File: src/rtl/bapd_map.vh
// Constants for the bridge arm driver protection block
`ifndef BAPD_MAP_VH
`define BAPD_MAP_VH
`define BAPD_CNT_W       24
`define BAPD_CLK_MHZ     200
`define BAPD_MINPW_US    200
`define BAPD_DEAD_US     2
`define BAPD_BLANK_US    5
`define BAPD_MINPW_CYC   (`BAPD_MINPW_US * `BAPD_CLK_MHZ)
`define BAPD_DEAD_CYC    (`BAPD_DEAD_US * `BAPD_CLK_MHZ)
`define BAPD_BLANK_CYC   (`BAPD_BLANK_US * `BAPD_CLK_MHZ)
`define BAPD_CNT_ZERO    24'h000000
`define BAPD_CNT_ONE     24'h000001
`define BAPD_SYNC_ZERO   7'h00
`define BAPD_ST_OFF      2'h0
`define BAPD_ST_DEAD     2'h1
`define BAPD_ST_UPPER    2'h2
`define BAPD_ST_LOWER    2'h3
`endif

File: src/rtl/bapd_filter.v
// Two-stage synchroniser and minimum pulse width filter for one command input
`include "bapd_map.vh"
`default_nettype none
module bapd_filter (
  // Clock and reset
  input  wire        clk_sys_i,
  input  wire        rst_i,
  // Raw command and minimum width in cycles
  input  wire        cmd_i,
  input  wire [23:0] min_width_i,
  // Filtered command
  output reg         cmd_o
);
  reg        sync_a;
  reg        sync_b;
  reg [23:0] run_cnt;

  always @(posedge clk_sys_i) begin
    if (rst_i) begin
      sync_a  <= 1'b0;
      sync_b  <= 1'b0;
      run_cnt <= `BAPD_CNT_ZERO;
      cmd_o   <= 1'b0;
    end else begin
      sync_a <= cmd_i;
      sync_b <= sync_a;
      // Level must stay stable for the full width before it is accepted
      if (sync_b == cmd_o) begin
        run_cnt <= `BAPD_CNT_ZERO;
      end else if (run_cnt + `BAPD_CNT_ONE >= min_width_i) begin
        cmd_o   <= sync_b;
        run_cnt <= `BAPD_CNT_ZERO;
      end else begin
        run_cnt <= run_cnt + `BAPD_CNT_ONE;
      end
    end
  end
endmodule
`default_nettype wire

File: src/rtl/bapd_top.v
// Half-bridge gate driver protection: filters, interlock, dead time, fault latch
//
// Summary of operation
// - Overcurrent or desaturation while a gate is on latches a fault; both gates off until reset.
// - The fault latch state is reported to the controller as a status output.
// - Gate clamp events neither latch a fault nor turn gates off.
// - Bus overvoltage monitor, when enabled, latches a fault.
// - Overtemperature comparator latches a fault.
// - Gate or internal supply undervoltage latches a fault.
// - Command pulses shorter than the minimum width are ignored.
// - Upper and lower gates are never on together, even with overlapping commands.
// - A programmable dead time separates one switch off and the other on.
// - Desaturation and overcurrent inputs are blanked after each turn-on.
// - Blanking count is capped by a short-circuit withstand limit parameter.
`include "bapd_map.vh"
`default_nettype none
module bapd_top #(
  parameter [23:0] MINPW_CYC    = `BAPD_MINPW_CYC,
  parameter [23:0] DEAD_CYC     = `BAPD_DEAD_CYC,
  parameter [23:0] BLANK_CYC    = `BAPD_BLANK_CYC,
  parameter [23:0] WITHSTAND_CYC = `BAPD_BLANK_CYC
) (
  // Clock and reset
  input  wire clk_sys_i,
  input  wire rst_i,
  // Controller commands and fault reset
  input  wire upper_cmd_i,
  input  wire lower_cmd_i,
  input  wire fault_reset_i,
  input  wire bus_mon_en_i,
  // Comparator inputs
  input  wire overcurrent_i,
  input  wire desat_i,
  input  wire bus_overvolt_i,
  input  wire overtemp_i,
  input  wire undervolt_i,
  input  wire gate_clamp_i,
  // Gate enables and status
  output reg  upper_gate_o,
  output reg  lower_gate_o,
  output reg  fault_o,
  output reg  clamp_active_o
);
  // Synchroniser stages for the comparator and reset inputs
  reg [6:0] s1;
  reg [6:0] s2;
  reg [1:0] state;
  reg [1:0] next_state;
  reg [23:0] dead_cnt;
  reg [23:0] blank_cnt;
  reg        fault;
  wire       up_f;
  wire       lo_f;
  wire [23:0] blank_lim;

  // Counter step of the dead time counter; the blanking counter steps down with bapd_dec
  function [23:0] bapd_inc;
    input [23:0] val;
    begin
      bapd_inc = val + `BAPD_CNT_ONE;
    end
  endfunction

  function [23:0] bapd_dec;
    input [23:0] val;
    begin
      bapd_dec = val - `BAPD_CNT_ONE;
    end
  endfunction

  // True on the last cycle of a count of lim cycles
  function bapd_done;
    input [23:0] val;
    input [23:0] lim;
    begin
      bapd_done = (bapd_inc(val) >= lim);
    end
  endfunction

  // A gate may be on only in its own state and with nothing stopping it
  function bapd_gate_on;
    input [1:0] st;
    input [1:0] want;
    input       stop;
    begin
      bapd_gate_on = (st == want) && !stop;
    end
  endfunction

  // Blanking never exceeds the withstand time of the transistor
  // Withstand cap
  assign blank_lim = (BLANK_CYC > WITHSTAND_CYC) ? WITHSTAND_CYC : BLANK_CYC;

  bapd_filter u_up (
    .clk_sys_i   (clk_sys_i),
    .rst_i       (rst_i),
    .cmd_i       (upper_cmd_i),
    .min_width_i (MINPW_CYC),
    .cmd_o       (up_f)
  );
  bapd_filter u_lo (
    .clk_sys_i   (clk_sys_i),
    .rst_i       (rst_i),
    .cmd_i       (lower_cmd_i),
    .min_width_i (MINPW_CYC),
    .cmd_o       (lo_f)
  );

  wire oc_q    = s2[0];
  wire ds_q    = s2[1];
  wire bus_q   = s2[2];
  wire ot_q    = s2[3];
  wire uv_q    = s2[4];
  wire clamp_q = s2[5];
  wire frst_q  = s2[6];
  wire blanked = (blank_cnt != `BAPD_CNT_ZERO);
  wire on_now  = (state == `BAPD_ST_UPPER) || (state == `BAPD_ST_LOWER);

  wire sc_evt  = on_now && !blanked && (oc_q || ds_q);
  wire any_evt = sc_evt || (bus_mon_en_i && bus_q) || ot_q || uv_q;
  // Fresh events act at once, before the latch output is seen
  wire stop_all = fault || any_evt;

  always @(posedge clk_sys_i) begin
    if (rst_i) begin
      s1 <= `BAPD_SYNC_ZERO;
      s2 <= `BAPD_SYNC_ZERO;
    end else begin
      s1 <= {fault_reset_i, gate_clamp_i, undervolt_i, overtemp_i,
             bus_overvolt_i, desat_i, overcurrent_i};
      s2 <= s1;
    end
  end

  // Fault latch; a new event wins over the reset request
  always @(posedge clk_sys_i) begin
    if (rst_i) begin
      fault <= 1'b0;
    end else if (any_evt) begin
      fault <= 1'b1;
    end else if (frst_q) begin
      fault <= 1'b0;
    end
  end

  // Gate sequencer next state
  always @* begin
    next_state = state;
    case (state)
      `BAPD_ST_OFF: begin
        if (!stop_all && (up_f ^ lo_f)) begin
          next_state = up_f ? `BAPD_ST_UPPER : `BAPD_ST_LOWER;
        end
      end
      `BAPD_ST_DEAD: begin
        if (bapd_done(dead_cnt, DEAD_CYC)) begin
          next_state = `BAPD_ST_OFF;
        end
      end
      `BAPD_ST_UPPER: begin
        if (stop_all || !up_f || lo_f) begin
          next_state = `BAPD_ST_DEAD;
        end
      end
      default: begin
        if (stop_all || !lo_f || up_f) begin
          next_state = `BAPD_ST_DEAD;
        end
      end
    endcase
  end

  always @(posedge clk_sys_i) begin
    if (rst_i) begin
      state <= `BAPD_ST_OFF;
    end else begin
      state <= next_state;
    end
  end

  always @(posedge clk_sys_i) begin
    if (rst_i) begin
      dead_cnt <= `BAPD_CNT_ZERO;
    end else if ((state != `BAPD_ST_DEAD) || (next_state != `BAPD_ST_DEAD)) begin
      dead_cnt <= `BAPD_CNT_ZERO;
    end else begin
      dead_cnt <= bapd_inc(dead_cnt);
    end
  end

  always @(posedge clk_sys_i) begin
    if (rst_i) begin
      blank_cnt <= `BAPD_CNT_ZERO;
    end else if ((state == `BAPD_ST_OFF) && (next_state != `BAPD_ST_OFF)) begin
      blank_cnt <= blank_lim;
    end else if (blank_cnt != `BAPD_CNT_ZERO) begin
      blank_cnt <= bapd_dec(blank_cnt);
    end
  end

  // Registered outputs; clamp only reported, never acts on gates
  always @(posedge clk_sys_i) begin
    if (rst_i) begin
      upper_gate_o   <= 1'b0;
      lower_gate_o   <= 1'b0;
      fault_o        <= 1'b0;
      clamp_active_o <= 1'b0;
    end else begin
      upper_gate_o   <= bapd_gate_on(state, `BAPD_ST_UPPER, stop_all);
      lower_gate_o   <= bapd_gate_on(state, `BAPD_ST_LOWER, stop_all);
      fault_o        <= fault;
      clamp_active_o <= clamp_q;
    end
  end
endmodule
`default_nettype wire

File: config.mk
export PLATFORM = sky130hd
export DESIGN_NAME = bapd_top
export DESIGN_NICKNAME = d
export VERILOG_FILES = /design/src/rtl/bapd_filter.v /design/src/rtl/bapd_top.v
export VERILOG_INCLUDE_DIRS = /design/src /design/src/rtl
export SDC_FILE = /design/constraint.sdc
export NUM_CORES = 1
export LEC_CHECK = 0
export BUFFER_PORTS_ARGS = -buffer_cell sky130_fd_sc_hd__buf_2
export CELL_PAD_IN_SITES_DETAIL_PLACEMENT = 1
export CELL_PAD_IN_SITES_GLOBAL_PLACEMENT = 2
export CORE_MARGIN = 2
export CORE_UTILIZATION = 35
export DETAILED_ROUTE_END_ITERATION = 10
export PLACE_DENSITY_LB_ADDON = 0.25
export SLEW_MARGIN = 20
export SYNTH_ARGS = -nofsm -noshare
export SYNTH_HDL_FRONTEND = slang
export SYNTH_SLANG_ARGS = --single-unit
File: constraint.sdc
create_clock -name clk_sys_i -period 2.35 [get_ports clk_sys_i]
set_input_delay 0.1175 -clock clk_sys_i [delete_from_list [all_inputs] [get_ports clk_sys_i]]
set_output_delay 0.1175 -clock clk_sys_i [all_outputs]
set_load 0.01 [all_outputs]
After elaboration in Yosys (flattened, before gate mapping)
Index checks and enable logic that the tools add are counted.
{"block": "totals", "ff_bits": 123, "input_bits": 12, "wordCells": 79}
{"block": "classes", "add_sub_neg": 4, "order_cmp": 3, "n_eq_ne": 7, "n_mux": 10, "n_bitwise": 3, "n_reduce_logical": 33}
{"operator": "adder 24 x 1 -> 24 bit, second input constant", "count": 3}
{"operator": "greater-or-equal comparator 24 x 16 -> 1 bit, second input constant", "count": 2}
{"operator": "greater-or-equal comparator 24 x 9 -> 1 bit, second input constant", "count": 1}
{"operator": "nonzero test 24 bit", "count": 1}
{"operator": "subtractor 24 x 1 -> 24 bit, second input constant", "count": 1}
{"operator": "two-way mux 10 bit", "count": 2}
{"operator": "logical OR 1 bit", "count": 11}
{"operator": "two-way mux 2 bit", "count": 4}
{"operator": "logical AND 1 bit", "count": 7}
{"operator": "one-hot mux 2 bit (3 select lines)", "count": 1}
{"operator": "nonzero test 2 bit", "count": 3}
{"operator": "OR reduction 3 bit", "count": 2}
{"operator": "== test 2 bit, second input constant", "count": 2}
{"operator": "zero test 1 bit", "count": 4}
{"operator": "inequality test 2 x 1 -> 1 bit, second input constant", "count": 2}
{"operator": "AND reduction 2 bit", "count": 2}
{"operator": "OR reduction 2 bit", "count": 2}
{"operator": "two-way mux 1 bit", "count": 3}
{"operator": "== test 1 bit", "count": 2}
{"operator": "== test 2 x 1 -> 1 bit, second input constant", "count": 1}
{"operator": "zero test 2 bit", "count": 1}
{"operator": "inverter 1 bit", "count": 2}
{"operator": "bitwise XOR 1 bit", "count": 1}

Depth between registers and ports, before layout
{"block": "logic_depth", "ltp_word": 15, "mapped_depth": 11}

By module
A second synthesis with hierarchy kept.
{"block": "unflattened", "hier_cells": 757, "hier_area_um2": 6892.9}
{"module": "bapd_top", "instances": 1, "cells_per_inst": 333, "area_per_inst_um2": 3014.1, "seq_area_each_um2": 1381.3}
{"module": "bapd_filter at u_lo", "instances": 1, "cells_per_inst": 210, "area_per_inst_um2": 2019.4, "seq_area_each_um2": 540.5}
{"module": "bapd_filter at u_up", "instances": 1, "cells_per_inst": 214, "area_per_inst_um2": 1859.3, "seq_area_each_um2": 540.5}

Worst setup path before layout
Ideal clock, no wire load.
{"block": "synth_timing", "path_type": "register to register", "from": "register u_lo.run_cnt[0]", "to": "register u_lo.run_cnt[7]", "t_arrival_ns": 2.319, "t_required_ns": 2.286, "path_slack_ns": -0.032, "stages_incl_launch_ff": 12, "path_buffers": 3, "synth_period_minus_slack_ns": 2.382, "cell_sequence": "dfxtp_1 -> ha_1 -> clkbuf_2 -> nand4_1 -> a2111oi_0 -> a211o_2 -> or4_1 -> nand4_1 -> or3_1 -> buf_6 -> buf_12 -> nor2_1"}
{"block": "synth_between", "elab_chain_cells": 3}
{"element": "from (decl)", "line": "bapd_filter.v:16", "source": "reg [23:0] run_cnt;"}
{"element": "from (signal assigned)", "line": "bapd_filter.v:22", "source": "run_cnt <= `BAPD_CNT_ZERO;"}
{"element": "from (signal assigned)", "line": "bapd_filter.v:29", "source": "run_cnt <= `BAPD_CNT_ZERO;"}
{"element": "from (signal assigned)", "line": "bapd_filter.v:32", "source": "run_cnt <= `BAPD_CNT_ZERO;"}
{"element": "adder 24 x 1 -> 24 bit (no line) (*)"}
{"element": "greater-or-equal comparator 24 x 16 -> 1 bit", "line": "bapd_filter.v:30", "source": "end else if (run_cnt + `BAPD_CNT_ONE >= min_width_i) begin"}
{"element": "OR reduction 3 bit (no line)"}
Mark *: on every way between the ends. The rest lies on a longest branch, timed or not.
A chain may end at the register's enable or synchronous reset.

Worst setup path in the final report
{"block": "layout_timing", "from": "register u_lo.run_cnt[7]", "to": "register u_lo.run_cnt[2]"}
{"block": "layout_between", "elab_chain_cells": 3}
{"element": "adder 24 x 1 -> 24 bit (no line)"}
{"element": "greater-or-equal comparator 24 x 16 -> 1 bit", "line": "bapd_filter.v:30"}
{"element": "OR reduction 3 bit (no line)"}
Every way passes these cells.

==> results_dict.tcl <==
set metrics [dict create \
    cts_tree "yes" \
    yosysWarningCount 0 \
    busiest_layer "met2" \
    grt_pass1_vias 4904 \
    drc 0 \
    cts-root-buf "clkbuf_16" \
    numCtsBuffers 17 \
    synth_top_cell_by_area "dfxtp_1" \
    htreeDepth 4 \
    tns_ns -0.0965 \
    syn_to_final_growth_pct 34.9 \
    grt_max_degree 40 \
    holdWs_ns 0.253 \
    status "finished with violations" \
    required_ns 2.69 \
    avgSynthCellArea_um2 9.10 \
    met2_usage_pct 30.1 \
    met3_usage_pct 4.49 \
    grt_pass1_wl_um 23300 \
    crit_fanout 8 \
    place_ws_ns -0.0888 \
    ys_top_cells_by_area "dfxtp_1, xnor2_1, nor2_1, xor2_1, nand4_1" \
    layout-drive-gt1-share_pct 27.2 \
    synth_edf_count 0 \
    vias 4710 \
    yosys-top-cells-count "dfxtp_1, nor2_1, xnor2_1" \
    first_pass_iters 5 \
    worstSkewPairLatency_ns 0.41 \
    pin_count 16 \
    fin_ws_ns -0.0240 \
    drv_cap 0 \
    yosysMostFrequentCell "dfxtp_1" \
    clock-sinks 123 \
    row_count 45 \
    setup_viol 7 \
    drtAntennaViolNets 0 \
    via_per_inst 4.96 \
    critPathKind "register to register" \
    ff2ff_setup_slack_ns -0.02 \
    synthArstFlopShare_pct 0 \
    fin_crit_sh_pct 101 \
    core-area_um2 15300 \
    synth_cell_type_count 65 \
    p_per_area_nw_per_um2 869 \
    gr-total-overflow 0 \
    initial_utilization_pct 35.8 \
    slew_violations 0 \
    violations "negative setup slack" \
    wl_um 14000 \
    worstMarginPinSlew_ns 0.764 \
    dieHeight_um 129 \
    fill_cells 1763 \
    period_needed_ns 2.37 \
    max_freq_ghz 0.421 \
    n_antenna_cell 0 \
    path_clk_slew_ns 0.05 \
    arrival_ns 2.72 \
    finalHoldViolations 0 \
    antenna_found_initial 1 \
    grt.total_usage_pct 17.8 \
    dp_hpwl_um 9510 \
    drt-initial-drc-count 168 \
    dpl-instance-area_um2 6280 \
    io_buffers 15 \
    p_total_mw 6.40 \
    cts_buffer_depth 2 \
    grt_setup_unrepaired "true" \
    dp.cells 897 \
    critPathLaunchType "register" \
    syn_inst 601 \
    fp.dieW_um 129 \
    synthesis.area_um2 5470 \
    slew_headroom_pct 49.1 \
    ys_seq_area_share_pct 45.0 \
    design_area_um2 7370 \
    synth_flop_cell "dfxtp_1" \
    wire_per_inst_um 14.8 \
    gp_congestion 0.760 \
    ys_seq_elements 123 \
    finClkSkew_ns 0.00882 \
    final_util_pct 48.3 \
    end_kind "register" \
    netlist.area_leader.share_pct 45.0 \
    final_net_count 746 \
    peakVddDrop_mv 0.495 \
    gr-usage-met1_pct 22.1 \
    fin_cells 949 \
    hold_class "input pin to register" \
    p_leak_nw 2.78 \
    die_area_um2 16600 \
]
## layout make-up
class                           count  area (µm²)  area share, %
Multi-Input combinational cell    464        3150           42.8
Timing Repair Buffer              104         803           10.9
Sequential cell                   123        2500           34.0
Clock inverter                      7        87.6           1.19
Tap cell                          211         264           3.58
Clock buffer                       24         502           6.81
Inverter                           16        60.1          0.815
## placed cells by master, fill, tap and decap left out, types with 4 or more instances in the layout
cell | Yosys | layout
o311a_1 | 4 | 4
and2_1 | 4 | 4
nor2_2 | 0 | 5
inv_1 | 16 | 16
buf_2 | 6 | 15
nor2b_1 | 21 | 21
dlygate4sd3_1 | 0 | 9
dfxtp_2 | 0 | 18
ha_1 | 8 | 5
nor4_4 | 2 | 5
nor4_1 | 21 | 14
or3_1 | 13 | 12
a31oi_1 | 4 | 4
clkinv_2 | 0 | 4
nand2_1 | 29 | 28
nand2b_1 | 7 | 7
nor3_1 | 22 | 19
dfxtp_1 | 123 | 100
clkbuf_16 | 0 | 18
buf_4 | 2 | 76
nor2_4 | 0 | 4
nand3_1 | 22 | 19
mux2i_1 | 8 | 7
nand4_1 | 26 | 26
a21oi_1 | 24 | 24
or2_2 | 5 | 4
dfxtp_4 | 0 | 5
clkbuf_8 | 0 | 5
xnor2_1 | 35 | 35
and3_1 | 7 | 7
nor2_1 | 74 | 65
o21ai_0 | 14 | 14
and4_1 | 7 | 5
xor2_1 | 23 | 23
nor4_2 | 1 | 5
conb_1 | 1 | 31
## routing by layer
metal  up-vias  part of all wire [%]
met3         7                   2.3
li1       2357                     -
met5         -                     0
met2        41                    49
met1      2305                    48
met4         0                  0.75
## state kept, by name, indices dropped and copies added (netlist names)
name            flops
blank_cnt          24
dead_cnt           24
u_lo.run_cnt       24
u_up.run_cnt       24
s1                  7
s2                  7
state               2
clamp_active_o      1
fault               1
fault_o             1
lower_gate_o        1
u_lo.cmd_o          1
u_lo.sync_a         1
u_lo.sync_b         1
u_up.cmd_o          1
u_up.sync_a         1
u_up.sync_b         1
upper_gate_o        1
## kinds of logic after synthesis
kind of cell | after synthesis | synth area share (%)
xor+xnor | 58 | 9.29
flops | 123 | 45.0
mux | 9 | 1.67
fa+ha+maj | 8 | 1.83
simple gates | 282 | 28.5
buf+inv | 45 | 4.12
compound gates | 75 | 9.50
other cells | 1 | 0.0686
## worst paths after layout
| check | depth (start not counted) | start | to |
|---|---|---|---|
| setup reg to reg | 9 | u_lo.run_cnt[7] | u_lo.run_cnt[2] |
| setup / recovery | 9 | u_lo.run_cnt[7] | u_lo.run_cnt[2] |
| hold reg to reg | 1 | u_lo.sync_a | u_lo.sync_b |
| hold / removal | 4 | bus_mon_en_i | fault |
## critical path, stage by stage, from the launching register on
cell and delay [ns]:
dfxtp_1 0.33, buf_4 0.16, or3_1 0.33, a2111oi_2 0.41, a211o_2 0.17, or4_4 0.11, nand4_1 0.11, or3_4 0.39
buf_12 0.17, nor2_1 0.11
## report_power, final
group	switching [mW]	total [mW]	internal, mW
registers	0.210	2.52	2.31
logic	0.665	1.29	0.622
clock network	0.908	2.60	1.69
total	1.78	6.40	4.62
## what timing repair did
action                                  4_1_cts  5_1_grt
pin swaps                                     8       21
endpoints found under the setup margin       20       48
resized for setup                            20       61
buffers inserted                              5        5
endpoints found under the hold margin         9        0
cloned                                        1        1
hold buffers                                  9        0
Power figures use the tool's default switching activity.
